===== config.mk =====
export PLATFORM = sky130hd
export DESIGN_NAME = tg_window_masks
export DESIGN_NICKNAME = d
export VERILOG_FILES = /design/src/tgmask_pkg.sv /design/src/tg_window_masks.sv /design/src/span_gate.sv
export SDC_FILE = /design/constraint.sdc
export NUM_CORES = 1
export LEC_CHECK = 0
export ABC_AREA = 1
export CORE_ASPECT_RATIO = 0.8
export CORE_MARGIN = 8
export CORE_UTILIZATION = 64
export DETAILED_ROUTE_END_ITERATION = 8
export DONT_BUFFER_PORTS = 1
export GPL_ROUTABILITY_DRIVEN = 1
export PLACE_DENSITY = 0.91
export SYNTH_ARGS = -nofsm -noshare
export SYNTH_HDL_FRONTEND = slang
export SYNTH_SLANG_ARGS = --single-unit

===== constraint.sdc =====
create_clock -name CLK -period 12.3 [get_ports CLK]
set_input_delay 2.46 -clock CLK [delete_from_list [all_inputs] [get_ports CLK]]
set_output_delay 2.46 -clock CLK [all_outputs]
set_load 0.01 [all_outputs]

===== src/tgmask_pkg.sv =====
package tgmask_pkg;

   // Register indices on the device register port.
   localparam logic [7:0]  ADDR_PD_BEGIN      = 8'h93;
   localparam logic [7:0]  ADDR_PD_FINISH     = 8'h94;
   localparam logic [7:0]  ADDR_SEQ_MASK      = 8'h97;
   localparam logic [7:0]  ADDR_CAP_MASK      = 8'h98;
   localparam logic [7:0]  ADDR_OVL_MASK      = 8'h99;

   // Field layout.
   localparam int          REG_W              = 24;
   localparam int          POS_W              = 16;
   localparam int          SF_W               = 12;
   localparam int          MASK_LAST_LSB      = 12;
   localparam int          MASK_FIRST_LSB     = 0;

   // Values after reset.
   localparam logic [15:0] RST_PD_BEGIN       = 16'h0000;
   localparam logic [15:0] RST_PD_FINISH      = 16'hFFFF;
   localparam logic [23:0] RST_SEQ_MASK       = 24'h000000;
   localparam logic [23:0] RST_CAP_MASK       = 24'h000000;
   localparam logic [23:0] RST_OVL_MASK       = 24'h000001;

   // Counter limits.
   localparam logic [15:0] CLK_CNT_MAX        = 16'hFFFF;
   localparam logic [11:0] SF_IDX_MAX         = 12'hFFF;

endpackage


===== src/tg_window_masks.sv =====
`timescale 1ns/1ps

////////////////////////////////////////////////////////////////////////////////
// Summary of operation
// - The power-down pulse begins at a 16-bit clock count within the sub-frame, reset 0.
// - The power-down pulse ends at a 16-bit clock count within the sub-frame, reset FFFF.
// - Bits 23:16 of both power-down registers are written as zero and always read zero.
// - The sequencer-interrupt mask holds last sub-frame in 23:12 and first in 11:0.
// - Each masked pulse passes only in sub-frames from its first to its last index.
// - The capture mask holds 12-bit last and first sub-frame indices, both reset 0.
// - The overload-window mask holds last sub-frame reset 0 and first sub-frame reset 1.
module tg_window_masks (
   // Clock and reset.
   input  wire logic        CLK,
   input  wire logic        SYS_RST,
   // Register port.
   input  wire logic [7:0]  REG_ADDR,
   input  wire logic [23:0] REG_WDATA,
   input  wire logic        REG_WR,
   input  wire logic        REG_RD,
   output logic      [23:0] REG_RDATA,
   // Timing-generator boundaries.
   input  wire logic        SUBFRAME_START,
   input  wire logic        FRAME_START,
   // Raw pulses to be masked.
   input  wire logic        SEQ_IRQ_RAW,
   input  wire logic        CAPTURE_RAW,
   input  wire logic        OVERLOAD_RAW,
   // Shaped pulses.
   output logic             POWERDOWN_PULSE,
   output logic             SEQ_IRQ_PULSE,
   output logic             CAPTURE_PULSE,
   output logic             OVERLOAD_WINDOW
);

   typedef struct packed {
      logic [15:0] pd_begin;
      logic [15:0] pd_finish;
      logic [23:0] seq_mask;
      logic [23:0] cap_mask;
      logic [23:0] ovl_mask;
      logic [15:0] pd_begin_act;
      logic [15:0] pd_finish_act;
      logic [23:0] seq_act;
      logic [23:0] cap_act;
      logic [23:0] ovl_act;
      logic [15:0] clk_cnt;
      logic [11:0] sf_idx;
      logic [23:0] rdata;
   } tg_st_t;

   tg_st_t st_q;
   tg_st_t st_d;

   function automatic logic [23:0] reg_read(input tg_st_t s, input logic [7:0] a);
      logic [23:0] r;
      r = 24'h000000;
      unique case (a)
         tgmask_pkg::ADDR_PD_BEGIN:  r = {8'h00, s.pd_begin};
         tgmask_pkg::ADDR_PD_FINISH: r = {8'h00, s.pd_finish};
         tgmask_pkg::ADDR_SEQ_MASK:  r = s.seq_mask;
         tgmask_pkg::ADDR_CAP_MASK:  r = s.cap_mask;
         tgmask_pkg::ADDR_OVL_MASK:  r = s.ovl_mask;
         default:                    r = 24'h000000;
      endcase
      return r;
   endfunction

   function automatic logic [11:0] first_of(input logic [23:0] m);
      return m[tgmask_pkg::MASK_FIRST_LSB +: tgmask_pkg::SF_W];
   endfunction

   function automatic logic [11:0] last_of(input logic [23:0] m);
      return m[tgmask_pkg::MASK_LAST_LSB +: tgmask_pkg::SF_W];
   endfunction

   ////////////////////////////////////////////////////////////////////////////////

   always_comb begin
      st_d = st_q;
      if (REG_WR) begin
         unique case (REG_ADDR)
            tgmask_pkg::ADDR_PD_BEGIN:  st_d.pd_begin  = REG_WDATA[15:0];
            tgmask_pkg::ADDR_PD_FINISH: st_d.pd_finish = REG_WDATA[15:0];
            tgmask_pkg::ADDR_SEQ_MASK:  st_d.seq_mask  = REG_WDATA;
            tgmask_pkg::ADDR_CAP_MASK:  st_d.cap_mask  = REG_WDATA;
            tgmask_pkg::ADDR_OVL_MASK:  st_d.ovl_mask  = REG_WDATA;
            default: ;
         endcase
      end
      if (REG_RD) begin
         st_d.rdata = reg_read(st_q, REG_ADDR);
      end
      // A frame start also opens a sub-frame, so both counters restart together.
      if (SUBFRAME_START || FRAME_START) begin
         st_d.clk_cnt       = 16'h0000;
         st_d.pd_begin_act  = st_q.pd_begin;
         st_d.pd_finish_act = st_q.pd_finish;
      end else if (st_q.clk_cnt != tgmask_pkg::CLK_CNT_MAX) begin
         st_d.clk_cnt = st_q.clk_cnt + 16'h0001;
      end
      if (FRAME_START) begin
         st_d.sf_idx  = 12'h000;
         st_d.seq_act = st_q.seq_mask;
         st_d.cap_act = st_q.cap_mask;
         st_d.ovl_act = st_q.ovl_mask;
      end else if (SUBFRAME_START && st_q.sf_idx != tgmask_pkg::SF_IDX_MAX) begin
         st_d.sf_idx = st_q.sf_idx + 12'h001;
      end
   end

   // Shadow copies make mid-pulse writes harmless; the cost is one boundary of latency.
   always_ff @(posedge CLK or posedge SYS_RST) begin
      if (SYS_RST) begin
         st_q               <= '0;
         st_q.pd_begin      <= tgmask_pkg::RST_PD_BEGIN;
         st_q.pd_finish     <= tgmask_pkg::RST_PD_FINISH;
         st_q.seq_mask      <= tgmask_pkg::RST_SEQ_MASK;
         st_q.cap_mask      <= tgmask_pkg::RST_CAP_MASK;
         st_q.ovl_mask      <= tgmask_pkg::RST_OVL_MASK;
         st_q.pd_begin_act  <= tgmask_pkg::RST_PD_BEGIN;
         st_q.pd_finish_act <= tgmask_pkg::RST_PD_FINISH;
         st_q.seq_act       <= tgmask_pkg::RST_SEQ_MASK;
         st_q.cap_act       <= tgmask_pkg::RST_CAP_MASK;
         st_q.ovl_act       <= tgmask_pkg::RST_OVL_MASK;
      end else begin
         st_q <= st_d;
      end
   end

   assign REG_RDATA = st_q.rdata;

   ////////////////////////////////////////////////////////////////////////////////

   span_gate #(.W(16), .INCL_END(1'b0)) u_pd (
      .clk     (CLK),
      .rst     (SYS_RST),
      .value   (st_q.clk_cnt),
      .first   (st_q.pd_begin_act),
      .last    (st_q.pd_finish_act),
      .gate    (1'b1),
      .pulse_q (POWERDOWN_PULSE)
   );

   span_gate #(.W(12), .INCL_END(1'b1)) u_seq (
      .clk     (CLK),
      .rst     (SYS_RST),
      .value   (st_q.sf_idx),
      .first   (first_of(st_q.seq_act)),
      .last    (last_of(st_q.seq_act)),
      .gate    (SEQ_IRQ_RAW),
      .pulse_q (SEQ_IRQ_PULSE)
   );

   span_gate #(.W(12), .INCL_END(1'b1)) u_cap (
      .clk     (CLK),
      .rst     (SYS_RST),
      .value   (st_q.sf_idx),
      .first   (first_of(st_q.cap_act)),
      .last    (last_of(st_q.cap_act)),
      .gate    (CAPTURE_RAW),
      .pulse_q (CAPTURE_PULSE)
   );

   span_gate #(.W(12), .INCL_END(1'b1)) u_ovl (
      .clk     (CLK),
      .rst     (SYS_RST),
      .value   (st_q.sf_idx),
      .first   (first_of(st_q.ovl_act)),
      .last    (last_of(st_q.ovl_act)),
      .gate    (OVERLOAD_RAW),
      .pulse_q (OVERLOAD_WINDOW)
   );
endmodule // tg_window_masks


===== src/span_gate.sv =====
`timescale 1ns/1ps

module span_gate #(
   parameter int W        = 16,
   parameter bit INCL_END = 1'b1
) (
   // Clock and reset.
   input  wire logic         clk,
   input  wire logic         rst,
   // Position and window.
   input  wire logic [W-1:0] value,
   input  wire logic [W-1:0] first,
   input  wire logic [W-1:0] last,
   input  wire logic         gate,
   // Gated pulse.
   output logic              pulse_q
);

   typedef struct packed {
      logic pulse;
   } gate_st_t;

   gate_st_t st_q;
   gate_st_t st_d;

   always_comb begin
      st_d       = st_q;
      st_d.pulse = gate && (value >= first) &&
                   (INCL_END ? (value <= last) : (value < last));
   end

   always_ff @(posedge clk or posedge rst) begin
      if (rst) begin
         st_q <= '0;
      end else begin
         st_q <= st_d;
      end
   end

   assign pulse_q = st_q.pulse;

endmodule // span_gate


# After elaboration in Yosys (flattened, before gate mapping)
# Cells that the tools add are included.
[totals] inputBits=41 output_inout_bits=28 ff_bits=264 elab_cells=55
[op_classes] n_mux=5 n_reduce_logical=16 n_lt_le_gt_ge=8 n_addsub=2 n_eq_ne=7
[ops] operator="$pmux W24 S5" n=1
[ops] operator="$eq A8 B8 Y1 const B" n=5
[ops] operator="$ge A12 B12 Y1" n=3
[ops] operator="$le A12 B12 Y1" n=3
[ops] operator="$mux W16" n=2
[ops] operator="$mux W12" n=2
[ops] operator="$add A16 B1 Y16 const B" n=1
[ops] operator="$ge A16 B16 Y1" n=1
[ops] operator="$lt A16 B16 Y1" n=1
[ops] operator="$ne A16 B16 Y1 const B" n=1
[ops] operator="$add A12 B1 Y12 const B" n=1
[ops] operator="$ne A12 B12 Y1 const B" n=1
[ops] operator="$reduce_and A2 Y1" n=5
[ops] operator="$logic_and A1 B1 Y1" n=8
[ops] operator="$reduce_bool A2 Y1" n=2
[ops] operator="$logic_or A1 B1 Y1" n=1

# Logic depth before layout (Yosys ltp)
[depth] word_depth=4 mapped_depth=11 ltp_nobuf=11

# Cells and area by module
# A second synthesis with hierarchy kept.
[unflattened] hier_cells=1885 hier_area_um2=14624.0
[by_module_without_submodules] mod="tg_window_masks" area_per_inst_um2=11668.7 n_inst=1 seq_area_each_um2=6548.8 cells_each=1387
[by_module_without_submodules] mod="span_gate at u_cap ..." area_per_inst_um2=696.9 n_inst=3 seq_area_each_um2=25.0 cells_each=119
[by_module_without_submodules] mod="span_gate at u_pd" area_per_inst_um2=864.6 n_inst=1 seq_area_each_um2=25.0 cells_each=141

# Worst setup path before layout
# No wires, ideal clock.
[synth_timing] path_kind="in2reg" from="input port REG_ADDR[7]" to="register st_q[204] (netlist name)" setup_slack_ns=8.591 setup_ns=0.130 required_time_ns=12.170 arrival_time_ns=3.578 cell_stages=9 n_path_buf=2 path_cell_list="nand2_1 > nor3_4 > nand2_1 > nor2_2 > nand2_1 > buf_2 > buf_2 > nand2_1 > o21ai_1"
[synth_between] elab_chain_cells=2
[synth_rtl] element="start: declaration" line_no="tg_window_masks.sv:17" source="input wire logic [7:0] REG_ADDR,"
[synth_rtl] element="$eq A8 B8 Y1" line_no="tg_window_masks.sv:82" source="unique case (REG_ADDR)"
[synth_rtl] element="$reduce_and A2 Y1 (no source line)"
[synth_rtl] element="end signal: assignment" line_no="tg_window_masks.sv:127" source="st_q <= st_d;"
[synth_rtl] element="end: declaration" line_no="tg_window_masks.sv:52" source="tg_st_t st_q;"
# No other way between the ends.
# A chain may end at the register's enable or synchronous reset.

# Final worst setup path
[layout_timing] from="input port REG_ADDR[1]" to="register st_q[251] (netlist name)"
# Same word-level chain as after synthesis.

==> flow_summary.toml <==
[timing]
setup_violations = 0
slew_viol_final = 0
slew_headroom = 0.118
timing.hold.ws_ps = 485
worst_slew_pin_slew_ps = 1320
fin_ws_ps = 7600
final.setup_skew_ps = 30.4
rsz0062_at_grt = "no"
hold_violations = 0
post-route-period-util = 0.382
fin_crit_ps = 4700
timing.setup.tns_ps = 0
fmax_mhz = 213

[place]
dp.cells = 1909
place_ws_ps = 7220
place_hpwl_mm = 24.6
port_buffers = 0
place.gp.congestion = 0.897

[worst_setup_path]
start_kind = "input port"
ff2ff_setup_slack_ps = 10170
cp_slowest_cell = "nand3_1"
r2r-end = "st_q[35]"
rr_worst_depth = 8
path_buf_inv = 0
r2r-start = "st_q[25]"
critical-path-top-delay-family = "simple AND/OR/NAND/NOR gates"
critPathMaxFanout = 32
slowest_delay_ps = 1080
path_depth = 4
cp.arrival_ps = 5140
worstPathCellList = "nand2_1 > nor3_2 > nand3_1 > o21ai_0"
crit_start = "REG_ADDR[1]"
crit_path_end = "st_q[251]"
cp.required_ps = 12740
endpoint_kind = "flop"
worstSetupPathType = "in2reg"

[routing]
drt_iter0_drc = 1494
drt_pass1_iterations = 6
ant_nets = 0
routed-via-count = 11800
wl_mm = 36.6
drc_errors = 0
via_per_inst = 6.03
wl_per_cell_um = 18.7

[synth]
ys.warnings.count = 0
synth.distinct_cells = 31
syn_area_per_cell_um2 = 8.10
ys_seq_elements = 264
synth_fp_nets = 1860
synth_cells = 1714
ys_seq_area_frac = 0.479
syn-cell-area_um2 = 13900

[clocking]
h-tree-depth = 1
hold_buffers = 0
clk_pin_slew_ps = 60
post_cts_buffers = 0
cts_max_path_buffers = 3
cts_tree = "done"
cts_buffers = 27
cts_resized = 0
clk_latency_ps = 560
cts-root-buf = "clkbuf_16"
clkSinkCount = 264

[power]
power_frac_seq = 0.474
swShare = 0.253
p_leak_nw = 7.50
p_total_mw = 2.03
p_per_area_nw_per_um2 = 137
p_switching_mw = 0.514
clkPwrFrac = 0.438
p_int_mw = 1.52
combPwrFrac = 0.087
peakVddDrop_v = 0.000116

[layout]
area_growth_pct = 6.69
antenna_cells = 0
drive_gt1_frac = 0.0618
fin_cells = 1959
nNetsFinal = 1809

[floorplan]
fp.dieW_um = 181
die_area_um2 = 26700
start_util = 0.647
core_um2 = 21400
boundaryPins = 69
chipHeight_um = 148
num_rows = 48

[grt]
antenna_found_initial = 0
grt_pass1_vias = 11600
track_usage = 0.273
grt_pass1_wl_mm = 59.0
overflow = 0
grt_max_degree = 148

[outcome]
status = "completed"

[hold_path]
hp-class = "reg2reg"

[job]
max_cap_violations = 0
[layout make-up]
cell class	count	area, um2
Fill cell	1487	6630
Clock inverter	8	161
Clock buffer	42	802
Timing Repair Buffer	6	45.0
Sequential cell	264	6650
Inverter	245	927
Tap cell	275	344
Multi-Input combinational cell	1119	5880
[cells in the mapped netlist, drive strengths merged]
master  number  area share
nand2      437        0.12
o21ai      252       0.091
inv        245       0.066
dfrtp      230        0.41
ha         105       0.095
nor2        98       0.027
nand3       97       0.035
a21oi       61       0.022
buf         45       0.021
clkbuf      41       0.011
dfstp       34       0.064
o21a        19       0.010
nand4       18      0.0081
nor3        11      0.0051
or2          6      0.0027
a21o         3      0.0016
a31o         3      0.0019
xor2         3      0.0019
a31oi        2     0.00090
and2         1     0.00045
nor3b        1     0.00054
o21bai       1     0.00054
o31ai        1     0.00054
[how the worst min path moves through the flow]
| stage | cells after the start | end | slack, ps | from |
|---|---|---|---|---|
| 2_1_floorplan | 2 | st_q[100] | 450 | st_q[100] |
| 6_report | 2 | st_q[156] | 480 | st_q[156] |
| 3_3_place_gp | 2 | st_q[156] | 460 | st_q[156] |
| 3_5_place_dp | 2 | st_q[156] | 480 | st_q[156] |
| 4_1_cts | 2 | st_q[156] | 480 | st_q[156] |
| 5_1_grt | 2 | st_q[156] | 490 | st_q[156] |
[tightest hold or removal path, cell delays in order, from the launching register on]
cell,delay [ps]
dfstp_2,370
nand2_1,50
o21ai_1,50
[state kept, by name, indices dropped and copies added (netlist names)]
register and count:
u_cap.pulse_q 1, REG_RDATA 24, u_ovl.pulse_q 1, u_seq.pulse_q 1
st_q 236, u_pd.pulse_q 1
[layer usage]
| layer | up-vias | wire length, um | GRT usage |
|---|---|---|---|
| met5 | - | 0 | 0 |
| li1 | 5372 | - | - |
| met4 | 0 | 1420 | 0.120 |
| met1 | 5595 | 14500 | 0.355 |
| met3 | 131 | 4320 | 0.0824 |
| met2 | 717 | 16400 | 0.419 |
[cell families (layout without fill, tap and decap cells)]
kind of cell               count (synthesis)  count (layout)  share of synthesized area
AOI/OAI and AO/OA                        342             342                      0.129
xor gates and xnor gates                   3               3                    0.00189
adders and majority gates                105             105                     0.0946
buffers and inverters                    331             301                     0.0981
DFF                                      264             264                      0.479
and+or+nand+nor                          669             669                      0.198
[cell usage in the layout, fill, tap and decap left out, drive strengths merged, types with 3 or more instances in the layout]
master	n
nor3	11
nand3	97
nand2	437
ha	105
buf	6
a21o	3
nor2	98
bufinv	4
a21oi	61
inv	247
o21a	19
a31o	3
xor2	3
dfstp	34
or2	6
o21ai	252
dfrtp	230
clkbuf	42
nand4	18
[power groups by stage]
stage | combinational, mW | sequential [mW] | clock (mW)
after floorplan | 0.136 | 0.963 | 0
after global placement | 0.159 | 0.974 | 0
after detailed placement | 0.170 | 0.976 | 0
after CTS | 0.175 | 0.962 | 0.891
after global routing | 0.201 | 0.967 | 0.925
final | 0.177 | 0.963 | 0.890
[metrics by stage]
stage	util	instance area [um2]
3_3_place_gp	0.646	13800
5_1_grt	0.691	14800
4_1_cts	0.691	14800
3_5_place_dp	0.646	13800
2_1_floorplan	-	13900
6_report	0.691	14800
Power figures use the tool's default switching activity.
